## src/hdl/lbc_pkg.sv

```systemverilog
// Package for the local bus control block: shared constants and types.
// Assumes both ends run on one system clock with a synchronous reset.
//
// What this block does
// - Status state: select high memory/halt, low I/O/ack
// - Hold acknowledged: select floats, weakly keeps last level
// - Code/ack qualifier timed like select
// - Hold acknowledged: qualifier floats at last level
// - Lock low for prefix, swap, ack, descriptors
// - Hold acknowledged: lock floats with weak one
// - Cycle extends until ready low, then ends
// - Ready sampled on clock, ignored during hold
// - Float drivers first, then raise grant
// - Request drop lowers grant, resumes bus drive
// - Request asynchronous; grant always actively driven
// - Level request ignored while enable flag clear
// - Level interrupt: two ack cycles, 8-bit vector
// - Level request sampled each cycle, two early
// - Requester holds level request until ack begins
// - Non-maskable uses vector two, no ack cycles
// - Non-maskable edge: four low clocks, then first high clock
// - Operand request raised; ack low during transfer
// - Hold acknowledged: operand ack floats weak one
// - Stall input low halts wait/escape, interrupts allowed
// - Fault input low on wait/escape gives extension interrupt
// - Status state whenever a status line low
package lbc_pkg;

    // Cycle kinds requested by the processor core
    typedef enum logic [2:0]
    {
        LBC_CYC_MEM_RD  = 3'h0,
        LBC_CYC_MEM_WR  = 3'h1,
        LBC_CYC_CODE    = 3'h2,
        LBC_CYC_IO_RD   = 3'h3,
        LBC_CYC_IO_WR   = 3'h4,
        LBC_CYC_INTACK  = 3'h5,
        LBC_CYC_HALT    = 3'h6
    } lbc_cyc_t;

    // Bus sequencer states
    typedef enum logic [2:0]
    {
        LBC_ST_IDLE   = 3'h0,
        LBC_ST_STATUS = 3'h1,
        LBC_ST_CMD    = 3'h2,
        LBC_ST_FLOAT  = 3'h3,
        LBC_ST_HOLD   = 3'h4
    } lbc_state_t;

    localparam logic [7:0] LBC_NMI_VECTOR  = 8'h02;
    localparam logic [7:0] LBC_PEXT_VECTOR = 8'h10;
    localparam int         LBC_NMI_STABLE  = 4;
    localparam int         LBC_INTACK_CNT  = 2;
    localparam logic [1:0] LBC_ST_NONE     = 2'h3;

endpackage : lbc_pkg

```

## src/hdl/lbc_if.sv

```systemverilog
// Interface joining the processor end and the system end of the local bus.
// Assumes the bench resolves tri-state pins from the enables.
`timescale 1ns/1ps
`default_nettype none
interface lbc_if;
    logic [1:0] cycle_status_n;
    logic       mem_io_sel;
    logic       mem_io_oe;
    logic       code_intack_qualifier;
    logic       code_intack_oe;
    logic       lock_n;
    logic       lock_oe;
    logic       ready_n;
    logic       hold_req;
    logic       bus_grant;
    logic       level_irq_request;
    logic       nmi_req;
    logic [7:0] vector_data;
    logic       coproc_operand_req;
    logic       coproc_operand_ack_n;
    logic       coproc_operand_ack_oe;
    logic       coproc_busy_n;
    logic       coproc_error_n;

    modport cpu
    (
        output cycle_status_n, mem_io_sel, mem_io_oe,
               code_intack_qualifier, code_intack_oe, lock_n, lock_oe,
               bus_grant, coproc_operand_ack_n, coproc_operand_ack_oe,
        input  ready_n, hold_req, level_irq_request, nmi_req, vector_data,
               coproc_operand_req, coproc_busy_n, coproc_error_n
    );
    modport sys
    (
        input  cycle_status_n, mem_io_sel, mem_io_oe,
               code_intack_qualifier, code_intack_oe, lock_n, lock_oe,
               bus_grant, coproc_operand_ack_n, coproc_operand_ack_oe,
        output ready_n, hold_req, level_irq_request, nmi_req, vector_data,
               coproc_operand_req, coproc_busy_n, coproc_error_n
    );
endinterface : lbc_if
`default_nettype wire

```

## src/hdl/lbc_cpu_end.sv

```systemverilog
// Processor end of the local bus control: cycle sequencer, hold, interrupts.
// Assumes user-side requests come from core logic on clk_sys_i.
`timescale 1ns/1ps
`default_nettype none
module lbc_cpu_end
    import lbc_pkg::*;
(
    input  wire logic       clk_sys_i,
    input  wire logic       srst_i,
    lbc_if.cpu              bus,
    input  wire logic       cyc_req_i,
    input  wire lbc_cyc_t   cyc_kind_i,
    input  wire logic       cyc_lock_i,
    input  wire logic       cyc_pext_i,
    output logic            cyc_busy_o,
    output logic            cyc_done_o,
    input  wire logic       int_enable_i,
    input  wire logic       instr_end_i,
    input  wire logic       wait_instr_i,
    output logic            irq_take_o,
    output logic [7:0]      irq_vector_o,
    output logic            stall_o,
    output logic            coproc_req_o
);

    ////////////////////////////////////////////////////////////////////
    // Synchronisers: first stage is read only by the second
    logic [5:0] s1_r;
    logic [5:0] s2_r;
    logic [5:0] async_in;
    assign async_in = {bus.hold_req, bus.level_irq_request, bus.nmi_req,
                       bus.coproc_operand_req, bus.coproc_busy_n,
                       bus.coproc_error_n};
    always_ff @(posedge clk_sys_i)
    begin
        if (srst_i)
        begin
            s1_r <= 6'h03;
            s2_r <= 6'h03;
        end
        else
        begin
            s1_r <= async_in;
            s2_r <= s1_r;
        end
    end
    logic hold_s, irq_s, nmi_s, opreq_s, busy_s_n, err_s_n;
    assign {hold_s, irq_s, nmi_s, opreq_s, busy_s_n, err_s_n} = s2_r;

    ////////////////////////////////////////////////////////////////////
    // Bus sequencer
    lbc_state_t state_r;
    lbc_cyc_t   kind_r;
    logic       lock_r;
    logic       pext_r;
    logic       sel_r;
    logic       qual_r;
    logic [1:0] ack_cnt_r;
    logic       nmi_pend_r;
    logic       irq_pend_r;

    // Memory/IO and code/ack encoding for one cycle kind
    function automatic logic [1:0] qual_of(input lbc_cyc_t k);
        case (k)
            LBC_CYC_MEM_RD, LBC_CYC_MEM_WR, LBC_CYC_HALT: qual_of = 2'h2;
            LBC_CYC_CODE:   qual_of = 2'h3;
            LBC_CYC_INTACK: qual_of = 2'h0;
            default:        qual_of = 2'h1;
        endcase
    endfunction : qual_of

    // Status line encoding, not-status code outside the status state
    function automatic logic [1:0] status_of(input lbc_cyc_t k);
        case (k)
            LBC_CYC_INTACK, LBC_CYC_HALT:                 status_of = 2'h0;
            LBC_CYC_MEM_RD, LBC_CYC_CODE, LBC_CYC_IO_RD:  status_of = 2'h1;
            default:                                      status_of = 2'h2;
        endcase
    endfunction : status_of

    logic start_core;
    logic start_ack;
    assign start_ack  = irq_pend_r && (ack_cnt_r != 2'h0);
    assign start_core = cyc_req_i && !start_ack;

    // Hold has priority between unlocked cycles; grant follows the float state
    always_ff @(posedge clk_sys_i)
    begin
        if (srst_i)
        begin
            state_r <= LBC_ST_IDLE;
            kind_r  <= LBC_CYC_MEM_RD;
            lock_r  <= 1'b0;
            pext_r  <= 1'b0;
        end
        else
        begin
            case (state_r)
                LBC_ST_IDLE:
                begin
                    if (hold_s && !lock_r)
                        state_r <= LBC_ST_FLOAT;
                    else if (start_ack || start_core)
                    begin
                        state_r <= LBC_ST_STATUS;
                        kind_r  <= start_ack ? LBC_CYC_INTACK : cyc_kind_i;
                        // A lock left standing from the last cycle covers
                        // this one too: lock spans current and next cycle
                        lock_r  <= start_ack || cyc_lock_i || lock_r;
                        pext_r  <= start_ack ? 1'b0 : cyc_pext_i;
                    end
                end
                LBC_ST_STATUS: state_r <= LBC_ST_CMD;
                LBC_ST_CMD:
                begin
                    if (!bus.ready_n)
                    begin
                        state_r <= LBC_ST_IDLE;
                        if (kind_r != LBC_CYC_INTACK || ack_cnt_r == 2'h1)
                            lock_r <= kind_r == LBC_CYC_INTACK
                                      ? 1'b0 : lock_r && cyc_lock_i;
                    end
                end
                LBC_ST_FLOAT: state_r <= LBC_ST_HOLD;
                LBC_ST_HOLD:
                    if (!hold_s)
                        state_r <= LBC_ST_IDLE;
                default: state_r <= LBC_ST_IDLE;
            endcase
        end
    end

    // Last driven select and qualifier levels, kept through hold
    always_ff @(posedge clk_sys_i)
    begin
        if (srst_i)
        begin
            sel_r  <= 1'b0;
            qual_r <= 1'b0;
        end
        else if (state_r == LBC_ST_STATUS)
        begin
            {sel_r, qual_r} <= qual_of(kind_r);
        end
    end

    ////////////////////////////////////////////////////////////////////
    // Interrupts
    logic nmi_d_r;
    logic [2:0] nmi_lo_r;
    logic nmi_rise;
    assign nmi_rise = nmi_s && !nmi_d_r && (nmi_lo_r >= 3'(LBC_NMI_STABLE));
    always_ff @(posedge clk_sys_i)
    begin
        if (srst_i)
        begin
            nmi_d_r  <= 1'b0;
            nmi_lo_r <= 3'h0;
        end
        else
        begin
            nmi_d_r <= nmi_s;
            if (nmi_s)
                nmi_lo_r <= 3'h0;
            else if (nmi_lo_r < 3'(LBC_NMI_STABLE))
                nmi_lo_r <= nmi_lo_r + 3'h1;
        end
    end

    // Pending flags; a new edge wins over the clear of a served one
    always_ff @(posedge clk_sys_i)
    begin
        if (srst_i)
        begin
            nmi_pend_r   <= 1'b0;
            irq_pend_r   <= 1'b0;
            ack_cnt_r    <= 2'h0;
            irq_take_o   <= 1'b0;
            irq_vector_o <= 8'h00;
        end
        else
        begin
            irq_take_o <= 1'b0;
            if (nmi_rise)
                nmi_pend_r <= 1'b1;
            if (instr_end_i && nmi_pend_r && !irq_pend_r)
            begin
                if (!nmi_rise)
                    nmi_pend_r <= 1'b0;
                irq_take_o   <= 1'b1;
                irq_vector_o <= LBC_NMI_VECTOR;
            end
            else if (instr_end_i && wait_instr_i && !err_s_n)
            begin
                irq_take_o   <= 1'b1;
                irq_vector_o <= LBC_PEXT_VECTOR;
            end
            else if (instr_end_i && irq_s && int_enable_i && !irq_pend_r)
            begin
                irq_pend_r <= 1'b1;
                ack_cnt_r  <= 2'(LBC_INTACK_CNT);
            end
            if (state_r == LBC_ST_CMD && !bus.ready_n
                && kind_r == LBC_CYC_INTACK)
            begin
                ack_cnt_r <= ack_cnt_r - 2'h1;
                if (ack_cnt_r == 2'h1)
                begin
                    irq_pend_r   <= 1'b0;
                    irq_take_o   <= 1'b1;
                    irq_vector_o <= bus.vector_data;
                end
            end
        end
    end

    ////////////////////////////////////////////////////////////////////
    // Outputs
    logic       held;
    logic       in_cmd;
    logic [1:0] qual_now;
    assign qual_now = qual_of(kind_r);
    assign held   = state_r == LBC_ST_FLOAT || state_r == LBC_ST_HOLD;
    assign in_cmd = state_r == LBC_ST_CMD;
    assign bus.cycle_status_n = state_r == LBC_ST_STATUS
                                ? status_of(kind_r) : LBC_ST_NONE;
    assign bus.mem_io_sel     = state_r == LBC_ST_STATUS
                                ? qual_now[1] : sel_r;
    assign bus.code_intack_qualifier = state_r == LBC_ST_STATUS
                                ? qual_now[0] : qual_r;
    assign bus.mem_io_oe      = !held;
    assign bus.code_intack_oe = !held;
    assign bus.lock_n  = held ? 1'b1 : !lock_r;
    assign bus.lock_oe = !held;
    assign bus.bus_grant = state_r == LBC_ST_HOLD;
    assign bus.coproc_operand_ack_n = held ? 1'b1
                                      : !(pext_r && (in_cmd
                                      || state_r == LBC_ST_STATUS));
    assign bus.coproc_operand_ack_oe = !held;
    assign cyc_busy_o   = !held && state_r != LBC_ST_IDLE;
    assign cyc_done_o   = in_cmd && !bus.ready_n;
    assign stall_o      = wait_instr_i && !busy_s_n;
    assign coproc_req_o = opreq_s;

endmodule : lbc_cpu_end
`default_nettype wire

```

## src/flat_wrapper.sv

```systemverilog
// flat-port wrapper written by rule: the top's interface ports become plain ports
module lbc_cpu_end_flat import lbc_pkg::*;
  (clk_sys_i, srst_i, cyc_req_i, cyc_kind_i, cyc_lock_i, cyc_pext_i, cyc_busy_o, cyc_done_o, int_enable_i, instr_end_i, wait_instr_i, irq_take_o, irq_vector_o, stall_o, coproc_req_o, bus_cycle_status_n, bus_mem_io_sel, bus_mem_io_oe, bus_code_intack_qualifier, bus_code_intack_oe, bus_lock_n, bus_lock_oe, bus_bus_grant, bus_coproc_operand_ack_n, bus_coproc_operand_ack_oe, bus_ready_n, bus_hold_req, bus_level_irq_request, bus_nmi_req, bus_vector_data, bus_coproc_operand_req, bus_coproc_busy_n, bus_coproc_error_n);
  lbc_if bus_i ();
  input  wire logic clk_sys_i;
  input  wire logic srst_i;
  input  wire logic cyc_req_i;
  input  wire lbc_cyc_t cyc_kind_i;
  input  wire logic cyc_lock_i;
  input  wire logic cyc_pext_i;
  output logic cyc_busy_o;
  output logic cyc_done_o;
  input  wire logic int_enable_i;
  input  wire logic instr_end_i;
  input  wire logic wait_instr_i;
  output logic irq_take_o;
  output logic [7:0] irq_vector_o;
  output logic stall_o;
  output logic coproc_req_o;
  output wire logic [$bits(bus_i.cycle_status_n)-1:0] bus_cycle_status_n;
  output wire logic [$bits(bus_i.mem_io_sel)-1:0] bus_mem_io_sel;
  output wire logic [$bits(bus_i.mem_io_oe)-1:0] bus_mem_io_oe;
  output wire logic [$bits(bus_i.code_intack_qualifier)-1:0] bus_code_intack_qualifier;
  output wire logic [$bits(bus_i.code_intack_oe)-1:0] bus_code_intack_oe;
  output wire logic [$bits(bus_i.lock_n)-1:0] bus_lock_n;
  output wire logic [$bits(bus_i.lock_oe)-1:0] bus_lock_oe;
  output wire logic [$bits(bus_i.bus_grant)-1:0] bus_bus_grant;
  output wire logic [$bits(bus_i.coproc_operand_ack_n)-1:0] bus_coproc_operand_ack_n;
  output wire logic [$bits(bus_i.coproc_operand_ack_oe)-1:0] bus_coproc_operand_ack_oe;
  input wire logic [$bits(bus_i.ready_n)-1:0] bus_ready_n;
  input wire logic [$bits(bus_i.hold_req)-1:0] bus_hold_req;
  input wire logic [$bits(bus_i.level_irq_request)-1:0] bus_level_irq_request;
  input wire logic [$bits(bus_i.nmi_req)-1:0] bus_nmi_req;
  input wire logic [$bits(bus_i.vector_data)-1:0] bus_vector_data;
  input wire logic [$bits(bus_i.coproc_operand_req)-1:0] bus_coproc_operand_req;
  input wire logic [$bits(bus_i.coproc_busy_n)-1:0] bus_coproc_busy_n;
  input wire logic [$bits(bus_i.coproc_error_n)-1:0] bus_coproc_error_n;
  assign bus_cycle_status_n = bus_i.cycle_status_n;
  assign bus_mem_io_sel = bus_i.mem_io_sel;
  assign bus_mem_io_oe = bus_i.mem_io_oe;
  assign bus_code_intack_qualifier = bus_i.code_intack_qualifier;
  assign bus_code_intack_oe = bus_i.code_intack_oe;
  assign bus_lock_n = bus_i.lock_n;
  assign bus_lock_oe = bus_i.lock_oe;
  assign bus_bus_grant = bus_i.bus_grant;
  assign bus_coproc_operand_ack_n = bus_i.coproc_operand_ack_n;
  assign bus_coproc_operand_ack_oe = bus_i.coproc_operand_ack_oe;
  assign bus_i.ready_n = bus_ready_n;
  assign bus_i.hold_req = bus_hold_req;
  assign bus_i.level_irq_request = bus_level_irq_request;
  assign bus_i.nmi_req = bus_nmi_req;
  assign bus_i.vector_data = bus_vector_data;
  assign bus_i.coproc_operand_req = bus_coproc_operand_req;
  assign bus_i.coproc_busy_n = bus_coproc_busy_n;
  assign bus_i.coproc_error_n = bus_coproc_error_n;
  lbc_cpu_end u_core (.clk_sys_i(clk_sys_i), .srst_i(srst_i), .bus(bus_i), .cyc_req_i(cyc_req_i), .cyc_kind_i(cyc_kind_i), .cyc_lock_i(cyc_lock_i), .cyc_pext_i(cyc_pext_i), .cyc_busy_o(cyc_busy_o), .cyc_done_o(cyc_done_o), .int_enable_i(int_enable_i), .instr_end_i(instr_end_i), .wait_instr_i(wait_instr_i), .irq_take_o(irq_take_o), .irq_vector_o(irq_vector_o), .stall_o(stall_o), .coproc_req_o(coproc_req_o));
endmodule
```

## config.mk

```make
export PLATFORM = sky130hd
export DESIGN_NAME = lbc_cpu_end_flat
export DESIGN_NICKNAME = d
export VERILOG_FILES = /design/src/hdl/lbc_pkg.sv /design/src/hdl/lbc_if.sv /design/src/hdl/lbc_cpu_end.sv /design/src/flat_wrapper.sv
export SDC_FILE = /design/constraint.sdc
export NUM_CORES = 1
export LEC_CHECK = 0
export ABC_AREA = 0
export BUFFER_PORTS_ARGS = -buffer_cell sky130_fd_sc_hd__buf_2
export CAP_MARGIN = 10
export CELL_PAD_IN_SITES_DETAIL_PLACEMENT = 0
export CELL_PAD_IN_SITES_GLOBAL_PLACEMENT = 1
export CORE_ASPECT_RATIO = 1.5
export CORE_MARGIN = 3
export CORE_UTILIZATION = 34
export DETAILED_ROUTE_END_ITERATION = 8
export PLACE_DENSITY = 0.77
export SLEW_MARGIN = 20
export SYNTH_ARGS = -nofsm -noshare
export SYNTH_HDL_FRONTEND = slang
export SYNTH_SLANG_ARGS = --single-unit
```

## constraint.sdc

```tcl
create_clock -name clk_sys_i -period 1.79 [get_ports clk_sys_i]
set_clock_uncertainty 0.2 [all_clocks]
set_input_delay 0.0895 -clock clk_sys_i [delete_from_list [all_inputs] [get_ports clk_sys_i]]
set_output_delay 0.0895 -clock clk_sys_i [all_outputs]
set_load 0.02 [all_outputs]
```

==> results.md, run 1 <==
- WL/cell: 11.4 um
- Static Leak: 1.02 nW
- Core Util, Final: 50.5%
- Largest family of logic cells by synthesized area: simple AND/OR/NAND/NOR gates
- DRC viols: 0
- Worst rel slew slack: 67.1%
- Slew Limit Fails: 0
- Pre-antenna DRT Iters: 4
- Share of layout cells above drive strength 1: 33.1%
- Top_reg_cell synth: dfxtp_1
- Critical path type: register to output pin
- Final Hold Viols: 0
- Distinct cells, synth: 47
- Vias in the first global route: 1,432
- Top layer in use: met4
- Global-route wire length before repair: 5.96 mm
- Sequential area share after synthesis: 47.5%
- Complex-gate fraction of the synthesized area: 15.7%
- Pin count of the biggest net entering global routing: 30
- Fillcell total: 449
- Io pins: 50
- Post-Synth XOR/XNOR Area: 1.60%
- Mux contribution to synthesized area: 0.609%
- CP arrival: 1.47 ns
- Post-CTS Repair Setup Buffers: 0
- Die area: 5720 sq um
- Status: complete, no violations
- Grt ovf: 0
- Post-route ant nets: 0
- Setup slack, reg-to-reg: 0.11 ns
- H-tree levels: 2
- Worst skew pair latency: 0.29 ns
- Synth warn: 0
- Routability congestion estimate: 0.730
- Max Cap Viol: 0
- Clk root buf: clkbuf_8
- Max Freq: 569 MHz
- Syn Area/Cell: 9.61 sq um
- Antenna cells: 0
- Met3 WL: 190 um
- Input/output buffers: 49
- Fin crit share: 98.1%
- CORE AREA: 4580 sq um
- FFs w/ async S/R, synth: 0%
- Post-route minimum period: 1.76 ns
- Sink Count: 39
- CP Max Fanout: 4
- Worst Hold Class: input pin to register
- # rows: 30
- Final WL: 3.52 mm
- DR iter-0 viols: 35
- Metal2 WL: 1.80 mm
- Worst-Margin Slew: 0.487 ns
- Synthesized area: 1640 sq um
- Multi-input logic area: 800 sq um
- VDD IR max: 631 uV
- Clock slew at reported path FFs: 0.07 ns
- Die Wd: 62.8 um
- Cells after Synth: 171
- # setup viols final: 0
- EDFF count, synth: 0
- Register Area: 786 sq um
- Final HPWL DP: 2.49 mm
- Synth Area in Adders: 2.28%
- Initial antenna violation count: 0
- CTS max path bufs: 2
- #FFs+latches synth: 39
- Worst endpoint required time: 1.50 ns
- Simple-Gate Fraction of Synth Area: 27.3%
- Overall Global Routing Usage: 13.0%
- Tot Pwr: 0.00207 W
- Initial Util: 35.9%
- PwrDens: 893 nW/um^2
- Vias: 1,459
- P&R area growth vs syn: 40.7%
- DIE HEIGHT: 91.1 um
- Vias per cell: 4.72
- CTS Buf Count: 5
- CTS tree: built
- Mapped Nets: 200
- Startpoint types: register
- Routed length on met1: 1.49 mm
- Worst setup EP type: output pin
- Setup repair after global routing missed its margin: yes
- Final-stage net count: 274
[synthesized netlist by cell type, drive strengths merged, types with 2 or more instances]
library cell,count,area (sq um)
nand2b,5,31.3
a22o,6,52.6
o21ai,9,45.0
inv,5,18.8
dfxtp,39,781
clkbuf,6,23.8
nor2,12,45.0
o22ai,2,12.5
ha,3,37.5
a21oi,4,20.0
and4,2,20.0
nor3,6,30.0
nand2,8,30.0
nand4,2,27.5
buf,5,38.8
a22oi,2,15.0
o211a,2,20.0
nor2b,15,93.8
and2,3,18.8
nand3b,5,37.5
xor2,2,17.5
nand3,3,15.0
nor3b,2,15.0
or2,5,31.3
[through the flow]
stage               cells  TNS (ns)  worst slack (ns)  hold WS [ns]  area, sq um
floorplan             171    -0.728            -0.121      -0.00669         1660
finish                309         0            0.0336        0.0103         2310
CTS                   309         0           0.00734       0.00532         2300
global route          309   -0.0812           -0.0791        0.0323         2310
global placement      281         0             0.136        0.0716         1970
detailed placement    281         0            0.0988        0.0753         1970
[state kept, by name, indices dropped and copies added, names as in the netlist]
register             count
u_core.kind_r            3
u_core.irq_pend_r        1
u_core.sel_r             1
u_core.state_r           3
u_core.nmi_d_r           1
u_core.s1_r              6
u_core.lock_r            1
u_core.nmi_pend_r        1
u_core.ack_cnt_r         2
u_core.irq_vector_o      8
u_core.nmi_lo_r          3
u_core.irq_take_o        1
u_core.qual_r            1
u_core.pext_r            1
u_core.s2_r              6
[power breakdown]
group | internal [W] | switching (W) | total [W]
Combinational | 0.000208 | 0.000203 | 0.000411
Clock | 0.000407 | 0.000291 | 0.000698
Sequential | 0.000919 | 0.0000379 | 0.000957
Total | 0.00153 | 0.000532 | 0.00207
[cell families after synthesis]
family | after synthesis
flip-flops | 39
multiplexers | 1
AND/OR/NAND/NOR | 73
AO/OA/AOI/OAI | 36
adder cells (fa/ha/maj) | 3
XOR/XNOR | 3
buffers and inverters | 16
[area by class of cell]
cell class / count / area share [%]
clock buffer: 5 / 2.98
clock inverter: 2 / 1.62
inverter: 5 / 0.812
multi-input combinational: 116 / 34.6
sequential: 39 / 34.0
tap: 64 / 3.46
timing repair buffer: 78 / 22.6
[worst max-delay path, stage by stage (launching register included)]
cell      delay (ns)
dfxtp_2         0.36
or3b_4          0.42
a211oi_2        0.15
a21o_1          0.13
buf_6           0.12
[what timing repair did]
action                                  in CTS  in global routing
endpoints found under the hold margin       20                  0
resized for setup                            3                  5
pin swaps                                    1                  1
cloned                                       0                  0
endpoints found under the setup margin       2                 13
hold buffers                                21                  0
[layout by cell type (no fill, tap or decap), types with 3 or more instances in the layout]
cell           synthesis  routed
a21oi_1                4       4
a22o_1                 6       6
and2_1                 3       3
buf_2                  1      48
buf_4                  3       8
clkbuf_8               0       5
dfxtp_1               39      35
dfxtp_2                0       4
dlygate4sd3_1          0      21
ha_1                   3       3
inv_1                  5       5
nand2_1                8       8
nand2b_1               5       5
nand3_1                3       3
nand3b_1               5       5
nor2_1                12      11
nor2b_1               15      15
nor3_1                 6       6
o21ai_0                9       8
or2_2                  5       5
[path summary, 6_finish.rpt]
path                             to  depth (start not counted)              start
min reg2reg          u_core.s2_r[1]                          1     u_core.s1_r[1]
max reg2reg  u_core.irq_vector_o[7]                          4  u_core.state_r[2]
max                  bus_mem_io_sel                          4  u_core.state_r[0]
min                   u_core.lock_r                          4         cyc_lock_i
[per-layer routing]
| layer | track usage, % | vias up |
|---|---|---|
| li1 | - | 746 |
| met2 | 24.1 | 47 |
| met1 | 13.6 | 662 |
| met3 | 3.47 | 4 |
| met4 | 5.52 | 0 |
| met5 | 0 | - |
No activity file was read; power rests on OpenSTA's default activity.
==> run 2, diff against run 1 <==
--- a/config.mk
+++ b/config.mk
@@ -14,6 +14,7 @@
 export CORE_MARGIN = 3
 export CORE_UTILIZATION = 34
 export DETAILED_ROUTE_END_ITERATION = 8
+export GPL_TIMING_DRIVEN = 0
 export PLACE_DENSITY = 0.77
 export SLEW_MARGIN = 20
 export SYNTH_ARGS = -nofsm -noshare
==> run 2 against run 1 <==
  * The flow now finishes with violations (negative setup slack)
  * Sequential power down 0.8%
  * Cell count up 4.9%
  * Critical path depth up 1
  * Combinational power up 21%
  * Clock power up 3.9%
  * Count of clock-buffer cells in the layout unchanged
  * First-iteration DRC count up 54%
  * Sequential share of layout area down 2.7 points
  * Global-route usage up 1.2 points
  * Via count up 2.7%
  * Die area unchanged
  * Worst setup slack worse by 0.13 ns
  * Largest power group unchanged
==> results.md, run 2 (synthesized netlist as in run 1, its figures left out) <==
- Status: finished, violations left
- Violated checks: negative setup slack
- CTS Buf Count: 5 (unchanged)
- Vias in the first global route: 1,435 (+0.21%)
- Static Leak: 1.11 nW (+8.9%)
- # rows: 30 (unchanged)
- Final HPWL DP: 2.55 mm (+2.6%)
- Worst-Margin Slew: 0.467 ns (-0.0197 ns)
- Most frequent cells in the layout: buf_2 (43), dfxtp_1 (35), dlygate4sd3_1 (22), buf_4 (16), nor2b_1 (14)
- Clock slew at reported path FFs: 0.08 ns (about the same)
- Max Cap Viol: 0 (unchanged)
- Core Util, Final: 54.9% (+4.4 points)
- Share of layout cells above drive strength 1: 38.8% (+5.8 points)
- Final Hold Viols: 0 (unchanged)
- Input/output buffers: 49 (unchanged)
- Worst rel slew slack: 68.9% (+1.7 points)
- Cells after DPL: 284 (+1.1%)
- Post-route ant nets: 0 (unchanged)
- Commonest non-fill, non-tap cell in the layout: buf_2
- CP arrival: 1.59 ns (+0.12 ns)
- Max Freq: 531 MHz (-6.7%)
- Worst Hold Class: input pin to register
- Io pins: 50 (unchanged)
- VDD IR max: 452 uV (-28%)
- DRC viols: 0 (unchanged)
- Global-route wire length before repair: 6.51 mm (+9.1%)
- CTS max path bufs: 2 (unchanged)
- CTS tree: built
- Die Wd: 62.8 um (unchanged)
- # setup viols final: 6 (+6)
- Vias per cell: 4.62 (-2.1%)
- Setup slack, reg-to-reg: 0.04 ns (-0.07 ns)
- Initial Util: 35.9% (unchanged)
- Pre-antenna DRT Iters: 4 (unchanged)
- CP Max Fanout: 6 (+2)
- Antenna cells: 0 (unchanged)
- Worst endpoint required time: 1.50 ns (about the same)
- Final WL: 3.77 mm (+7.2%)
- DR iter-0 viols: 54 (+54%)
- PwrDens: 865 nW/um^2 (-3.2%)
- H-tree levels: 2 (unchanged)
- Worst setup EP type: output pin
- Final Instance Count excl. Fillers: 324 (+4.9%)
- Critical path type: register to output pin
- Largest regs: u_core.irq_vector_o: 8 flops, u_core.s1_r: 6 flops, u_core.s2_r: 6 flops
- Setup ws final: -0.0921 ns (-0.126 ns)
- P&R area growth vs syn: 53.0%
- Initial antenna violation count: 0 (unchanged)
- Vias: 1,498 (+2.7%)
- WL/cell: 11.6 um (+2.2%)
- Final-stage net count: 288 (+5.1%)
- Worst hold slack: 0.0136 ns (+0.00333 ns)
- Clk root buf: clkbuf_8
- Routability congestion estimate: 0.763 (+4.5%)
- Reg with most FFs: u_core.irq_vector_o
- DIE HEIGHT: 91.1 um (unchanged)
- Worst skew pair latency: 0.29 ns (about the same)
- Slew Limit Fails: 0 (unchanged)
- CORE AREA: 4580 sq um (unchanged)
- Startpoint types: register
- Grt ovf: 0 (unchanged)
- Fin crit share: 105% (+7.0 points)
- Pin count of the biggest net entering global routing: 14 (-53%)
- Setup repair after global routing missed its margin: yes
- Number of flip-flops under the largest register name: 8 (unchanged)
- Post-route minimum period: 1.88 ns (+0.126 ns)
- Die area: 5720 sq um (unchanged)
- Sink Count: 39 (unchanged)
- Overall Global Routing Usage: 14.3% (+1.2 points)
- Setup TNS Final: -0.329 ns (-0.329 ns)
-- run 2: cell type report --
| type | instances | area [sq um] |
|---|---|---|
| Fill cell | 430 | 2070 |
| Clock inverter | 3 | 43.8 |
| Tap cell | 64 | 80.1 |
| Sequential cell | 39 | 786 |
| Inverter | 5 | 18.8 |
| Multi-Input combinational cell | 116 | 851 |
| Buffer | 10 | 81.3 |
| Timing Repair Buffer | 82 | 584 |
| Clock buffer | 5 | 68.8 |
-- run 2: worst paths after layout --
kind / from / to / cells past startpoint
setup reg to reg: u_core.state_r[2] / u_core.irq_vector_o[7] / 6
hold / removal: instr_end_i / u_core.nmi_pend_r / 4
hold reg to reg: u_core.s1_r[1] / u_core.s2_r[1] / 1
setup / recovery: u_core.state_r[0] / bus_mem_io_sel / 5
-- run 2: power breakdown --
group,switching [W],internal [W]
Combinational,0.000238,0.000261
Clock,0.000310,0.000415
Sequential,0.0000315,0.000918
Total,0.000580,0.00159
-- run 2: routing by layer --
metal | global-route usage (%) | share of wire [%]
met5 | 0 | 0
met4 | 5.52 | 1.4
met1 | 15.8 | 40
met3 | 3.47 | 5.3
met2 | 25.7 | 53
-- run 2: critical path, cell delays in order, from the launching register on --
cell and delay [ns]:
dfxtp_1 0.33, buf_6 0.12, or3b_4 0.39, a211oi_2 0.20
a21o_1 0.14, buf_6 0.12
-- run 2: metrics by stage --
stage          power (W)  setup slack (ns)  cell area (sq um)
2_1_floorplan    0.00123            -0.121               1660
3_3_place_gp     0.00133            -0.164               1990
3_5_place_dp     0.00134            -0.176               1990
4_1_cts          0.00214            -0.107               2420
5_1_grt          0.00229            -0.175               2510
6_report         0.00217           -0.0921               2510
-- run 2: timing repair --
item / 4_1_cts / 5_1_grt
endpoints found under the setup margin: 22 / 27
hold buffers: 22 / 0
pin swaps: 6 / 4
endpoints found under the hold margin: 21 / 0
gates resized for setup: 19 / 22
setup buffers: 7 / 4
==> run 3, diff against run 2 <==
--- a/config.mk
+++ b/config.mk
@@ -10,12 +10,12 @@
 export CAP_MARGIN = 10
 export CELL_PAD_IN_SITES_DETAIL_PLACEMENT = 0
 export CELL_PAD_IN_SITES_GLOBAL_PLACEMENT = 1
-export CORE_ASPECT_RATIO = 1.5
+export CORE_ASPECT_RATIO = 1.2
 export CORE_MARGIN = 3
-export CORE_UTILIZATION = 34
+export CORE_UTILIZATION = 40
 export DETAILED_ROUTE_END_ITERATION = 8
 export GPL_TIMING_DRIVEN = 0
-export PLACE_DENSITY = 0.77
+export PLACE_DENSITY = 0.85
 export SLEW_MARGIN = 20
 export SYNTH_ARGS = -nofsm -noshare
 export SYNTH_HDL_FRONTEND = slang
==> constraint.sdc (replaced) <==
create_clock -name clk_sys_i -period 2.3 [get_ports clk_sys_i]
set_clock_uncertainty 0.2 [all_clocks]
set_input_delay 0.115 -clock clk_sys_i [delete_from_list [all_inputs] [get_ports clk_sys_i]]
set_output_delay 0.115 -clock clk_sys_i [all_outputs]
set_load 0.02 [all_outputs]
==> run 3 against run 2 <==
  * The flow now finishes without violations
  * Via count down 5.2%
  * Clock power down 40%
  * Count of clock-buffer cells in the layout up 2
  * Sequential share of layout area rose by 3.8 points
  * Wire length decreased by 1.1%
  * Die area decreased by 14%
  * First-iteration DRC count up 43%
  * Combinational power fell by 40%
  * Critical endpoint unchanged
  * Register-to-register slack better by 0.21 ns
==> results.md, run 3 (synthesized netlist as in run 1, its figures left out) <==
- Status: complete, no violations
- CP Max Fanout: 10 (+4)
- Worst hold slack: 0.0158 ns (+0.00222 ns)
- Grt ovf: 0 (unchanged)
- Startpoint types: register
- Worst endpoint required time: 1.99 ns (+0.49 ns)
- Final-stage net count: 274 (-4.9%)
- Io pins: 50 (unchanged)
- Most frequent cells in the layout: buf_2 (50), dfxtp_1 (39), dlygate4sd3_1 (19), nor2b_1 (15), nor2_1 (12)
- DIE HEIGHT: 76.2 um (-16%)
- Worst-Margin Slew: 0.543 ns (+0.0754 ns)
- Die area: 4910 sq um (-14%)
- Input/output buffers: 49 (unchanged)
- Final HPWL DP: 2.52 mm (-1.5%)
- Worst Hold Class: input pin to register
- Share of layout cells above drive strength 1: 29.3% (-9.6 points)
- Cells along the critical path: clkbuf_1 -> or3b_2 -> a211oi_2 -> a21o_1 -> buf_2
- Worst rel slew slack: 63.6% (-5.3 points)
- CTS Buf Count: 5 (unchanged)
- Sink Count: 39 (unchanged)
- Max Freq: 462 MHz
- Setup repair after global routing missed its margin: no
- Min-Delay Path Depth: 3 (-1)
- Largest regs: u_core.irq_vector_o: 8 flops, u_core.s1_r: 6 flops, u_core.s2_r: 6 flops
- Overall Global Routing Usage: 15.5% (+1.2 points)
- H-tree levels: 2 (unchanged)
- Vias in the first global route: 1,334 (-7.0%)
- Setup TNS Final: 0 ns (+0.329 ns)
- Number of flip-flops under the largest register name: 8 (unchanged)
- Max Cap Viol: 0 (unchanged)
- Slew Limit Fails: 0 (unchanged)
- Reg with most FFs: u_core.irq_vector_o
- Global-route wire length before repair: 5.91 mm (-9.2%)
- Worst skew pair latency: 0.29 ns (about the same)
- Critical path type: register to output pin
- Vias per cell: 4.77 (+3.1%)
- Worst path slowest cell: or3b_2
- Worst setup EP type: output pin
- Final Hold Viols: 0 (unchanged)
- Initial Util: 43.4% (+7.5 points)
- CTS tree: built
- Final WL: 3.73 mm (-1.1%)
- Vias: 1,420 (-5.2%)
- DRC viols: 0 (unchanged)
- Fin crit share: 94.0%
- Pin count of the biggest net entering global routing: 12 (-2)
- WL/cell: 12.5 um (+7.5%)
- Tot Pwr: 0.00148 W (-32%)
- Die Wd: 64.5 um (+2.8%)
- CORE AREA: 3780 sq um (-17%)
- Worst Reg2Reg Path Length in Cells: 5 (-1)
- Post-route ant nets: 0 (unchanged)
- P&R area growth vs syn: 35.5%
- VDD IR max: 421 uV (-6.7%)
- Static Leak: 0.985 nW (-11%)
- DR iter-0 viols: 77 (+43%)
- Clk root buf: clkbuf_8
- PwrDens: 665 nW/um^2 (-23%)
- Core Util, Final: 58.8% (+3.9 points)
- Clock slew at reported path FFs: 0.07 ns (about the same)
- Slowest stage delay, CP: 0.53 ns (+0.14 ns)
- # rows: 24 (-20%)
- CP arrival: 1.85 ns (+0.26 ns)
- Routability congestion estimate: 0.733 (-3.9%)
- Commonest non-fill, non-tap cell in the layout: buf_2
- Pre-antenna DRT Iters: 4 (unchanged)
- Initial antenna violation count: 0 (unchanged)
- Post-route minimum period: 2.16 ns
- # setup viols final: 0 (-6)
- Antenna cells: 0 (unchanged)
- CTS max path bufs: 2 (unchanged)
[run 3: cell types whose count changed in the layout (fill, tap and decap cells not counted), moves of 2 or more]
cell           previous run  this run
buf_2                    43        50
buf_4                    16         3
buf_6                     6         1
buf_8                     2         0
clkbuf_1                  2         6
dfxtp_1                  35        39
dfxtp_2                   4         0
dlygate4sd3_1            22        19
nor2_1                   10        12
o21ai_0                   7         9
[run 3: per-stage QoR]
step / area, sq um / cells / setup WS, ns
after global placement: 1950 / 272 / 0.347
after CTS: 2220 / 299 / 0.0528
final: 2230 / 298 / 0.138
after detailed placement: 1950 / 272 / 0.346
after global routing: 2230 / 298 / 0.0198
after floorplan: 1640 / 171 / 0.300
[run 3: what timing repair did]
action	4_1_cts	5_1_grt
buffers inserted	0	0
resized for setup	0	1
hold buffers	19	0
hold endpoints to repair	18	0
endpoints found under the setup margin	0	4
[run 3: metal layers]
layer  track usage (%)  wire (um)  vias up
li1                  -          -      744
met1              16.9       1610      646
met2              27.9       1950       26
met3              4.57        141        4
met4              5.07         28        0
met5                 0          0        -
[run 3: path summary, 6_finish.rpt]
| kind | slack, ns | from | end |
|---|---|---|---|
| setup / recovery | 0.14 | u_core.state_r[2] | bus_mem_io_sel |
| hold / removal | 0.02 | srst_i | u_core.ack_cnt_r[1] |
| setup reg to reg | 0.25 | u_core.state_r[1] | u_core.irq_vector_o[5] |
| hold reg to reg | 0.21 | u_core.s1_r[1] | u_core.s2_r[1] |
[run 3: report_power, final]
group / switching (W) / total, W / internal (W) / leakage, nW
clock: 0.000225 / 0.000438 / 0.000213 / 0.0422
sequential: 0.0000284 / 0.000741 / 0.000713 / 0.319
combinational: 0.000156 / 0.000300 / 0.000144 / 0.624
total: 0.000410 / 0.00148 / 0.00107 / 0.985
[run 3: area by class of cell]
class | instances | area (sq um)
Clock inverter | 1 | 5.00
Fill cell | 351 | 1560
Tap cell | 52 | 65.1
Inverter | 5 | 18.8
Sequential cell | 39 | 781
Multi-Input combinational cell | 116 | 786
Clock buffer | 7 | 76.3
Timing Repair Buffer | 68 | 435
Buffer | 10 | 58.8
[run 3: critical path: cells and delay by family (launching register included)]
| family | cells | cell delay (ns) |
|---|---|---|
| flip-flops | 1 | 0.33 |
| AND/OR/NAND/NOR | 1 | 0.53 |
| buffers and inverters | 2 | 0.36 |
| AO/OA/AOI/OAI | 2 | 0.32 |
